===== config.mk =====
export PLATFORM = sky130hd
export DESIGN_NAME = lirq_bank
export DESIGN_NICKNAME = d
export VERILOG_FILES = /design/src/lirq_bank.v
export VERILOG_INCLUDE_DIRS = /design/src
export SDC_FILE = /design/constraint.sdc
export NUM_CORES = 1
export LEC_CHECK = 0
export ABC_AREA = 1
export BUFFER_PORTS_ARGS = -buffer_cell sky130_fd_sc_hd__buf_4
export CAP_MARGIN = 10
export CORE_MARGIN = 1
export CORE_UTILIZATION = 45
export CTS_CLUSTER_SIZE = 25
export DETAILED_ROUTE_END_ITERATION = 8
export PLACE_DENSITY = 0.65
export SLEW_MARGIN = 20
export SYNTH_ARGS = -nofsm -noshare
export SYNTH_HDL_FRONTEND = slang
export SYNTH_SLANG_ARGS = --single-unit

===== constraint.sdc =====
create_clock -name clk_sys -period 3.5 [get_ports clk_sys]
set_input_delay 0.35 -clock clk_sys [delete_from_list [all_inputs] [get_ports clk_sys]]
set_output_delay 0.35 -clock clk_sys [all_outputs]
set_load 0.005 [all_outputs]

===== src/lirq_consts.vh =====
// Offsets, field positions, reset values and timing counts of the line irq bank
`ifndef LIRQ_CONSTS_VH
`define LIRQ_CONSTS_VH
`define LIRQ_OFF_STAT2 8'h13
`define LIRQ_OFF_STAT3 8'h14
`define LIRQ_OFF_EN2 8'h16
`define LIRQ_OFF_EN3 8'h17
`define LIRQ_OFF_TONE 8'h18
`define LIRQ_OFF_DLO 8'h1c
`define LIRQ_OFF_DHI 8'h1d
`define LIRQ_OFF_LOC 8'h1e
`define LIRQ_OFF_STATE 8'h1f
`define LIRQ_EN2_ALARM_HI 7
`define LIRQ_EN2_ALARM_LO 2
`define LIRQ_EN2_LOOP 1
`define LIRQ_EN2_RTRIP 0
`define LIRQ_EN3_CALIB 2
`define LIRQ_EN3_IND 1
`define LIRQ_EN3_TONE 0
`define LIRQ_TONE_VALID 4
`define LIRQ_RST_BYTE 8'h00
`define LIRQ_CLK_HZ 25000000
`define LIRQ_TICK_HZ 16000
`define LIRQ_TICK_CYC (`LIRQ_CLK_HZ / `LIRQ_TICK_HZ)
`endif


===== src/lirq_bank.v =====
// Interrupt enables, tone status and indirect access port of the line device
//
// Function
// - Enable-2 bits 7..2 gate six power alarm irqs, bit 7 highest.
// - Enable-2 bit 1 gates loop closure transition irq.
// - Enable-2 bit 0 gates ring trip irq.
// - Enable-3 bit 2 gates calibration error irq; bits 7..3 read zero.
// - Enable-3 bit 1 gates indirect access done irq.
// - Enable-3 bit 0 gates tone detected irq.
// - Tone status bit 4 shows digit detection; bits 7..5 read zero.
// - Tone status bits 3..0 show the key code.
// - Sixteen bit indirect data word in low and high bytes; low resets 0.
// - Data then address write stores data at next 16 kHz tick.
// - Address-only write loads data word at next tick.
// - Eight bit address register; writing it starts the transfer.
// - Indirect status bit 0 shows access pending; bits 7..1 zero.
// - Pending flags cleared by writing 1; read 1 while pending.
// - Indirect done flag set when a pending access completes.
//
// The address-and-strobe port is this design's own decision.
`timescale 1ns/10ps
`include "lirq_consts.vh"

module lirq_bank #(
    parameter TICK_CYC = `LIRQ_TICK_CYC,
    parameter AW = 8
) (
    input wire clk_sys,
    input wire rstn,
    input wire [7:0] addr,
    input wire [7:0] wdata,
    input wire wr_stb,
    input wire rd_stb,
    output reg [7:0] rdata,
    input wire [7:0] alarm_evt,
    input wire calib_err_evt,
    input wire tone_detect_evt,
    input wire digit_detect_flag,
    input wire [3:0] decoded_key_code,
    output reg ind_wr_stb,
    output reg ind_rd_stb,
    output reg [AW-1:0] ind_addr,
    output reg [15:0] ind_wdata,
    input wire [15:0] ind_rdata,
    output wire irq_n
);

////////////////////////////////////////////////////////////////////////////
localparam ST_IDLE = 2'b01;
localparam ST_PEND = 2'b10;
localparam NFLAG = 11;
localparam SEL_S2 = 0;
localparam SEL_S3 = 1;
localparam SEL_EN2 = 2;
localparam SEL_EN3 = 3;
localparam SEL_TONE = 4;
localparam SEL_DLO = 5;
localparam SEL_DHI = 6;
localparam SEL_LOC = 7;
localparam SEL_STATE = 8;

reg [7:0] en2_reg;
reg [7:0] en2_next;
reg [2:0] en3_reg;
reg [2:0] en3_next;
reg [15:0] tick_cnt_reg;
reg [15:0] tick_cnt_next;
reg [1:0] state_reg;
reg [1:0] state_next;
reg [15:0] indirect_data_word_reg;
reg [15:0] indirect_data_word_next;
reg [7:0] indirect_location_reg;
reg [7:0] indirect_location_next;
reg dirty_reg;
reg dirty_next;
reg done_pulse_reg;
reg [7:0] rdata_next;
reg [8:0] sel_vec;
wire tick;
wire wr_en2;
wire wr_en3;
wire wr_s2;
wire wr_s3;
wire wr_lo;
wire wr_hi;
wire wr_loc;
wire indirect_pending_flag;
wire complete;
wire [NFLAG-1:0] evt_all;
wire [NFLAG-1:0] clr_all;
wire [NFLAG-1:0] en_all;
wire [NFLAG-1:0] flag_all;
wire [NFLAG-1:0] gated_all;

// Register select, one bit per mapped offset
always @* begin
    sel_vec = 9'h000;
    if (addr == `LIRQ_OFF_STAT2) begin
        sel_vec[SEL_S2] = 1'b1;
    end else if (addr == `LIRQ_OFF_STAT3) begin
        sel_vec[SEL_S3] = 1'b1;
    end else if (addr == `LIRQ_OFF_EN2) begin
        sel_vec[SEL_EN2] = 1'b1;
    end else if (addr == `LIRQ_OFF_EN3) begin
        sel_vec[SEL_EN3] = 1'b1;
    end else if (addr == `LIRQ_OFF_TONE) begin
        sel_vec[SEL_TONE] = 1'b1;
    end else if (addr == `LIRQ_OFF_DLO) begin
        sel_vec[SEL_DLO] = 1'b1;
    end else if (addr == `LIRQ_OFF_DHI) begin
        sel_vec[SEL_DHI] = 1'b1;
    end else if (addr == `LIRQ_OFF_LOC) begin
        sel_vec[SEL_LOC] = 1'b1;
    end else if (addr == `LIRQ_OFF_STATE) begin
        sel_vec[SEL_STATE] = 1'b1;
    end
end

assign wr_en2 = wr_stb && sel_vec[SEL_EN2];
assign wr_en3 = wr_stb && sel_vec[SEL_EN3];
assign wr_s2 = wr_stb && sel_vec[SEL_S2];
assign wr_s3 = wr_stb && sel_vec[SEL_S3];
assign wr_lo = wr_stb && sel_vec[SEL_DLO];
assign wr_hi = wr_stb && sel_vec[SEL_DHI];
assign wr_loc = wr_stb && sel_vec[SEL_LOC];
assign tick = tick_cnt_reg == TICK_CYC - 1;

////////////////////////////////////////////////////////////////////////////
// Enable registers
always @* begin
    en2_next = en2_reg;
    if (wr_en2) begin
        en2_next = wdata;
    end
end

always @* begin
    en3_next = en3_reg;
    if (wr_en3) begin
        en3_next = wdata[2:0];
    end
end

always @(posedge clk_sys or negedge rstn) begin
    if (!rstn) begin
        en2_reg <= `LIRQ_RST_BYTE;
        en3_reg <= 3'h0;
    end else begin
        en2_reg <= en2_next;
        en3_reg <= en3_next;
    end
end

////////////////////////////////////////////////////////////////////////////
// Sticky pending flags, set beats write-one clear
// Bits 10..3 status two, bits 2..0 status three
assign evt_all = {alarm_evt, calib_err_evt, done_pulse_reg,
    tone_detect_evt};
assign clr_all = wr_s2 ? {wdata, 3'h0} :
    (wr_s3 ? {8'h00, wdata[2:0]} :
    {NFLAG{1'b0}});
assign en_all = {en2_reg, en3_reg};

genvar gi;
generate
    for (gi = 0; gi < NFLAG; gi = gi + 1) begin : g_flag
        reg flag_reg;
        wire flag_next;
        assign flag_next = evt_all[gi] | (flag_reg & ~clr_all[gi]);
        always @(posedge clk_sys or negedge rstn) begin
            if (!rstn) begin
                flag_reg <= 1'b0;
            end else begin
                flag_reg <= flag_next;
            end
        end
        assign flag_all[gi] = flag_reg;
    end
endgenerate

assign gated_all = flag_all & en_all;
assign irq_n = ~(|gated_all);

////////////////////////////////////////////////////////////////////////////
// Update tick at 16 kHz
always @* begin
    if (tick) begin
        tick_cnt_next = 16'h0000;
    end else begin
        tick_cnt_next = tick_cnt_reg + 16'h0001;
    end
end

always @(posedge clk_sys or negedge rstn) begin
    if (!rstn) begin
        tick_cnt_reg <= 16'h0000;
    end else begin
        tick_cnt_reg <= tick_cnt_next;
    end
end

////////////////////////////////////////////////////////////////////////////
// Indirect access port, one-hot request state
// An address rewrite while pending retargets the request
assign indirect_pending_flag = state_reg == ST_PEND;
assign complete = indirect_pending_flag && tick && !wr_loc;

always @* begin
    state_next = state_reg;
    case (state_reg)
        ST_IDLE: begin
            if (wr_loc) begin
                state_next = ST_PEND;
            end
        end
        ST_PEND: begin
            if (complete) begin
                state_next = ST_IDLE;
            end
        end
        default: begin
            state_next = ST_IDLE;
        end
    endcase
end

always @(posedge clk_sys or negedge rstn) begin
    if (!rstn) begin
        state_reg <= ST_IDLE;
    end else begin
        state_reg <= state_next;
    end
end

// Data written since last transfer marks a write
always @* begin
    dirty_next = dirty_reg;
    if (complete) begin
        dirty_next = 1'b0;
    end
    if (wr_lo || wr_hi) begin
        dirty_next = 1'b1;
    end
end

always @(posedge clk_sys or negedge rstn) begin
    if (!rstn) begin
        dirty_reg <= 1'b0;
    end else begin
        dirty_reg <= dirty_next;
    end
end

always @* begin
    indirect_data_word_next = indirect_data_word_reg;
    if (wr_lo) begin
        indirect_data_word_next[7:0] = wdata;
    end
    if (wr_hi) begin
        indirect_data_word_next[15:8] = wdata;
    end
    if (complete && !dirty_reg) begin
        indirect_data_word_next = ind_rdata;
    end
end

always @(posedge clk_sys or negedge rstn) begin
    if (!rstn) begin
        indirect_data_word_reg <= 16'h0000;
    end else begin
        indirect_data_word_reg <= indirect_data_word_next;
    end
end

always @* begin
    indirect_location_next = indirect_location_reg;
    if (wr_loc) begin
        indirect_location_next = wdata;
    end
end

// Undefined after reset in the device; zero here
always @(posedge clk_sys or negedge rstn) begin
    if (!rstn) begin
        indirect_location_reg <= `LIRQ_RST_BYTE;
    end else begin
        indirect_location_reg <= indirect_location_next;
    end
end

// Outgoing strobes, one cycle long, in the cycle after the completing tick
always @(posedge clk_sys or negedge rstn) begin
    if (!rstn) begin
        ind_wr_stb <= 1'b0;
    end else begin
        ind_wr_stb <= complete && dirty_reg;
    end
end

always @(posedge clk_sys or negedge rstn) begin
    if (!rstn) begin
        ind_rd_stb <= 1'b0;
    end else begin
        ind_rd_stb <= complete && !dirty_reg;
    end
end

always @(posedge clk_sys or negedge rstn) begin
    if (!rstn) begin
        ind_addr <= {AW{1'b0}};
    end else if (complete) begin
        ind_addr <= indirect_location_reg[AW-1:0];
    end
end

always @(posedge clk_sys or negedge rstn) begin
    if (!rstn) begin
        ind_wdata <= 16'h0000;
    end else if (complete && dirty_reg) begin
        ind_wdata <= indirect_data_word_reg;
    end
end

// Done pulse rises the cycle after completion; the done flag is set one cycle later
always @(posedge clk_sys or negedge rstn) begin
    if (!rstn) begin
        done_pulse_reg <= 1'b0;
    end else begin
        done_pulse_reg <= complete;
    end
end

////////////////////////////////////////////////////////////////////////////
// Read port, data one cycle after strobe
always @* begin
    rdata_next = 8'h00;
    if (sel_vec[SEL_S2]) begin
        rdata_next = flag_all[10:3];
    end else if (sel_vec[SEL_S3]) begin
        rdata_next = {5'h00, flag_all[2:0]};
    end else if (sel_vec[SEL_EN2]) begin
        rdata_next = en2_reg;
    end else if (sel_vec[SEL_EN3]) begin
        rdata_next = {5'h00, en3_reg};
    end else if (sel_vec[SEL_TONE]) begin
        rdata_next = {3'h0, digit_detect_flag, decoded_key_code};
    end else if (sel_vec[SEL_DLO]) begin
        rdata_next = indirect_data_word_reg[7:0];
    end else if (sel_vec[SEL_DHI]) begin
        rdata_next = indirect_data_word_reg[15:8];
    end else if (sel_vec[SEL_LOC]) begin
        rdata_next = indirect_location_reg;
    end else if (sel_vec[SEL_STATE]) begin
        rdata_next = {7'h00, indirect_pending_flag};
    end
end

always @(posedge clk_sys or negedge rstn) begin
    if (!rstn) begin
        rdata <= `LIRQ_RST_BYTE;
    end else if (rd_stb) begin
        rdata <= rdata_next;
    end
end

endmodule


* After elaboration in Yosys (flattened, before gate mapping)
Index checks and enable logic that the tools add are counted.
** Word-level totals
- Register bits after elaboration :: 100
- Output and inout port bits :: 35
- Input port bits :: 51
- Logic and storage cells :: 131
** Cells by class
- Muxes and demuxes :: 37
- Add/subtract/negate cells :: 1
- Equality and inequality tests :: 14
- Bitwise gates (word level) :: 35
- Reductions and logical operators :: 19
** Operators by type and width (number)
- 2-to-1 mux 8 bit :: 11
- equality test 8 x 5 -> 1 bit (second input constant) :: 9
- 2-to-1 mux 16 bit :: 2
- adder 16 x 1 -> 16 bit (second input constant) :: 1
- equality test 16 x 11 -> 1 bit (second input constant) :: 1
- 2-to-1 mux 1 bit :: 13
- NOT 1 bit :: 12
- bitwise AND 1 bit :: 11
- bitwise AND 11 bit :: 1
- logical AND 1 bit :: 11
- 2-to-1 mux 11 bit :: 1
- OR 1 bit :: 11
- OR reduction 11 bit :: 1
- 2-to-1 mux 7 bit :: 1
- 2-to-1 mux 2 bit :: 3
- 2-to-1 mux 3 bit :: 2
- 2-to-1 mux 6 bit :: 1
- nonzero test 2 bit :: 3
- 2-to-1 mux 5 bit :: 1
- 2-to-1 mux 4 bit :: 1
- one-hot mux 2 bit (2 select lines) :: 1
- equality test 2 x 1 -> 1 bit (second input constant) :: 1
- equality test 2 bit (second input constant) :: 1
- logical NOT 1 bit :: 2
- 4 further kinds :: 4

* Longest topological paths before layout
- Depth after elaboration :: 19
- Depth in mapped cells :: 13
- Gate-level depth less buffers :: 12

* Least setup slack after synthesis
No wires, ideal clock.
- Path kind :: flip-flop to flip-flop
- Start :: register tick_cnt_reg[1]
- End :: register indirect_data_word_reg[0]
- Cell stages (with the launch flop) :: 14
- Required time :: 3434 ps
- Data arrival time :: 1595 ps
- Clock period less this slack :: 1661 ps
- Buffers on the path :: 1
- Library setup time :: 66 ps
- Path slack :: 1839 ps
- Cell sequence :: dfrtp_1 > inv_1 > ha_1 > inv_1 > nor2_1 > nand3_2 > nor2_4 > nand4_4 > inv_6 > buf_12 > nand2_2 > nand2_1 > nand2_1 > nand2_1
** On the way
- Longest elaborated chain between the ends :: 5
- Elaborated cells between the ends (all ways) :: 6
- Classes of those cells :: eq/ne: 1; mux: 1; reduce/logical: 4
** Ends and longest elaborated chain
- start, declared :: RTL line lirq_bank.v:66 : reg [15:0] tick_cnt_reg;
- start signal, assigned :: RTL line lirq_bank.v:198 : tick_cnt_reg <= tick_cnt_next;
- equality test 16 x 11 -> 1 bit * :: RTL line lirq_bank.v:126 : assign tick = tick_cnt_reg == TICK_CYC - 1;
- logical AND 1 bit * (2 in series) :: RTL line lirq_bank.v:206 : assign complete = indirect_pending_flag && tick && !wr_loc;
- logical AND 1 bit * :: RTL line lirq_bank.v:262 : if (complete && !dirty_reg) begin
- 2-to-1 mux 16 bit or nonzero test 2 bit (tied branches)
- end signal, assigned :: RTL line lirq_bank.v:271 : indirect_data_word_reg <= indirect_data_word_next;
- end, declared :: RTL line lirq_bank.v:70 : reg [15:0] indirect_data_word_reg;
Mark *: on every way between the ends. The rest lies on a longest branch, timed or not.
A chain may end at the register's enable or synchronous reset.

* Worst setup path after layout
- Start :: register tick_cnt_reg[1]
- End :: register ind_wdata[8]
** On the way
- Longest elaborated chain between the ends :: 4
** Ends and longest elaborated chain
- equality test 16 x 11 -> 1 bit :: RTL line lirq_bank.v:126
- logical AND 1 bit (2 in series) :: RTL line lirq_bank.v:206
- logical AND 1 bit :: RTL line lirq_bank.v:319 : end else if (complete && dirty_reg) begin
- end signal, assigned :: RTL line lirq_bank.v:320 : ind_wdata <= indirect_data_word_reg;
- end, declared :: RTL line lirq_bank.v:43 : output reg [15:0] ind_wdata,
Every way passes these cells.

==> metrics <==
Synth top area share=0.500; synth cell count leaders=234 x sky130_fd_sc_hd__nand2_1, 99 x sky130_fd_sc_hd__dfrtp_1, 72 x sky130_fd_sc_hd__inv_1; # resized after CTS=0; proportion of synthesized chip area in sequential cells=0.505; number of vias after detailed routing=4288; number of detailed-route iterations in the first pass=5; row count=37; crit path DAT=2670 ps; Reg area=2500 µm²; count of unique library cells instantiated by Yosys=44; Bufs on Longest Clock Path=2; Fin Setup TNS=0 ps; Critical Path RT=3740 ps; synth-to-layout area growth=18.8%; post-layout total power=0.00207 W; highest clock frequency the design can meet=0.412 GHz; GRT Util Overall=0.242; number of antenna-violating nets in the routed design=0; crit path capture type=flop; Critical R2R Capture=ind_wdata[8]; leading area contributor after synthesis=sky130_fd_sc_hd__dfrtp_1; leakage power summed over all cells=3.16 nW; cell with the most instances after synthesis=sky130_fd_sc_hd__nand2_1; number of sinks on the clock net=100; primary flip-flop cell chosen by synthesis mapping=sky130_fd_sc_hd__dfrtp_1; detailed placer's ending HPWL=9900 µm; initial antenna violation count=0; max-slew violation count=0; setup repair after global routing missed its margin=no; total number of yosys warnings=0; worst hold-check path type=in -> reg; via count of the first global-routing pass=4098; ranking of synthesized cells by area=sky130_fd_sc_hd__dfrtp_1 50%, sky130_fd_sc_hd__nand2_1 18%, sky130_fd_sc_hd__inv_1 5.5%, sky130_fd_sc_hd__o21ai_0 4.4%, sky130_fd_sc_hd__nand3_1 3.6%; sort of element at the start of the critical path=flop; min Tclk post-route=2420 ps; antenna diode instance count=0; number of top-level pins=86; headroom to the max-slew limit=0.571; R2R cell count=9; Multi-input gate area=2070 µm²; final-layout fill cell count=1012; Tcrit/Tclk final=0.693; clock latency at the later pin of the worst-skew pair=380 ps; Fin. Hold Viols=0; FF-to-FF Start=tick_cnt_reg[1]; Final Skew=11.9 ps; Max IR drop VDD=0.304 mV; Worst-path clk slew=90 ps; worst setup path class=reg -> reg; Starting Density=0.471; Net count, final=762; layout cell share with drive strength beyond 1=0.195; buffers inserted during post-CTS setup optimization=0; per-instance average area after synthesis=7.95 µm²; register bit count reported by yosys=100; Routed WL per cell=15.0 µm; CORE AREA=10500 µm²; per-cell via count in the routed design=5.04; die extent in y=107 µm; number of violations of the max-capacitance limit=0; cell area after technology mapping=4950 µm²; R2R setup slack=1080 ps; Die Outline Area=11400 µm²; DRC violation total after the first TritonRoute iteration=233; residual DRC count=0; hold-critical path depth=3; hold path endpoint=g_flag[4].flag_reg; leftover overflow at the end of global routing=0; pin count of the biggest net entering global routing=51; run status=finished clean; endpoints failing setup=0; clock tree from TritonCTS=built; worst slew pin tran=641 ps; input/output buffers=85; highest net fanout along the worst path=20; width of the die=107 µm; start point of the worst hold path=alarm_evt[1]; number of buffers inserted during clock tree synthesis=9; share of flip-flops with an asynchronous set or reset after synthesis=1.00; Synthesized Nets=676; maximum level of the CTS H-tree=3; areal power density over the cells=352 nW/µm²; wire length of the first global-routing pass=20600 µm; total length of routed wires=12700 µm; instance count of the mapped netlist=623; number of synthesized flops with an enable pin=0; global placement routability congestion=0.887; Clock Tree Root=sky130_fd_sc_hd__clkbuf_8
worst max-delay path by stage:
| stage | start | end | cells past startpoint |
|---|---|---|---|
| floorplan | tick_cnt_reg[1] | indirect_data_word_reg[0] | 13 |
| global placement | addr[5] | ind_wdata[8] | 10 |
| detailed placement | addr[5] | ind_wdata[11] | 10 |
| CTS | tick_cnt_reg[1] | ind_wdata[11] | 9 |
| global route | tick_cnt_reg[6] | ind_wdata[8] | 8 |
| finish | tick_cnt_reg[1] | ind_wdata[8] | 9 |
worst max-delay path, cell delays in order (launching register included):
cell                      delay [ps]
sky130_fd_sc_hd__dfrtp_1         410
sky130_fd_sc_hd__inv_1            60
sky130_fd_sc_hd__ha_1            160
sky130_fd_sc_hd__nand2_1          70
sky130_fd_sc_hd__nor2_1          170
sky130_fd_sc_hd__nand4_1         440
sky130_fd_sc_hd__inv_2           310
sky130_fd_sc_hd__nand2_1         430
sky130_fd_sc_hd__nand2_1         170
sky130_fd_sc_hd__o21ai_1          70
logic make-up (layout without fill, tap and decap cells):
| family | after synthesis | in the layout | share of synthesized area |
|---|---|---|---|
| AND/OR/NAND/NOR | 357 | 357 | 0.326 |
| buffers and inverters | 91 | 182 | 0.0778 |
| XOR/XNOR | 5 | 5 | 0.00884 |
| flip-flops | 100 | 100 | 0.505 |
| AO/OA/AOI/OAI | 68 | 68 | 0.0770 |
| adder cells (fa/ha/maj) | 2 | 2 | 0.00505 |
placed cells by master, fill, tap and decap left out, drive strengths merged:
cell / netlist / routed
inv: 77 / 80
buf: 11 / 87
nand3: 39 / 39
o211a: 1 / 1
or2: 2 / 2
nand4: 16 / 16
a21oi: 5 / 5
dfstp: 1 / 1
o21ai: 48 / 48
nor3b: 2 / 2
dlygate4sd3: 0 / 1
clkinv: 1 / 2
xor2: 5 / 5
clkinvlp: 0 / 2
o211ai: 2 / 2
nand2: 249 / 249
ha: 2 / 2
nor3: 9 / 9
clkbuf: 2 / 10
a41oi: 3 / 3
and2: 1 / 1
nor2: 37 / 37
o21bai: 5 / 5
dfrtp: 99 / 99
a2111oi: 1 / 1
a31oi: 2 / 2
o22ai: 1 / 1
nand3b: 1 / 1
nor4: 1 / 1
through the flow:
stage | setup slack (ps) | util | hold slack, ps | std cells | cell area, µm²
after floorplan | 1840 | - | 54.4 | 623 | 4950
after global placement | 896 | 0.541 | 407 | 833 | 5690
after detailed placement | 787 | 0.541 | 411 | 833 | 5690
after CTS | 1090 | 0.560 | 122 | 850 | 5880
after global routing | 787 | 0.560 | 120 | 850 | 5880
final | 1080 | 0.560 | 142 | 850 | 5880
routing by layer:
metal / routed length (µm) / up-vias / part of all wire / global-route usage
met5: 0 / - / 0 / 0
met4: 367 / 0 / 0.029 / 0.0930
met3: 587 / 23 / 0.046 / 0.0626
met2: 6040 / 125 / 0.48 / 0.390
met1: 5720 / 1992 / 0.45 / 0.311
li1: - / 2148 / - / -
final cells by class:
class                           count  share of cell area
Timing Repair Buffer               88               0.113
Sequential cell                   100               0.425
Tap cell                          136              0.0289
Inverter                           78              0.0506
Clock inverter                      6             0.00787
Clock buffer                       10              0.0234
Multi-Input combinational cell    432               0.351
power breakdown:
part | switching (W) | internal [W]
Clock | 0.000420 | 0.000284
Sequential | 0.0000196 | 0.00118
Combinational | 0.0000971 | 0.0000744
Total | 0.000537 | 0.00154
repair_timing:
| action | 4_1_cts | 5_1_grt |
|---|---|---|
| hold buffers | 1 | 0 |
| endpoints found under the setup margin | 0 | 0 |
| endpoints found under the hold margin | 48 | 0 |
(Power assumes the default switching activity.)
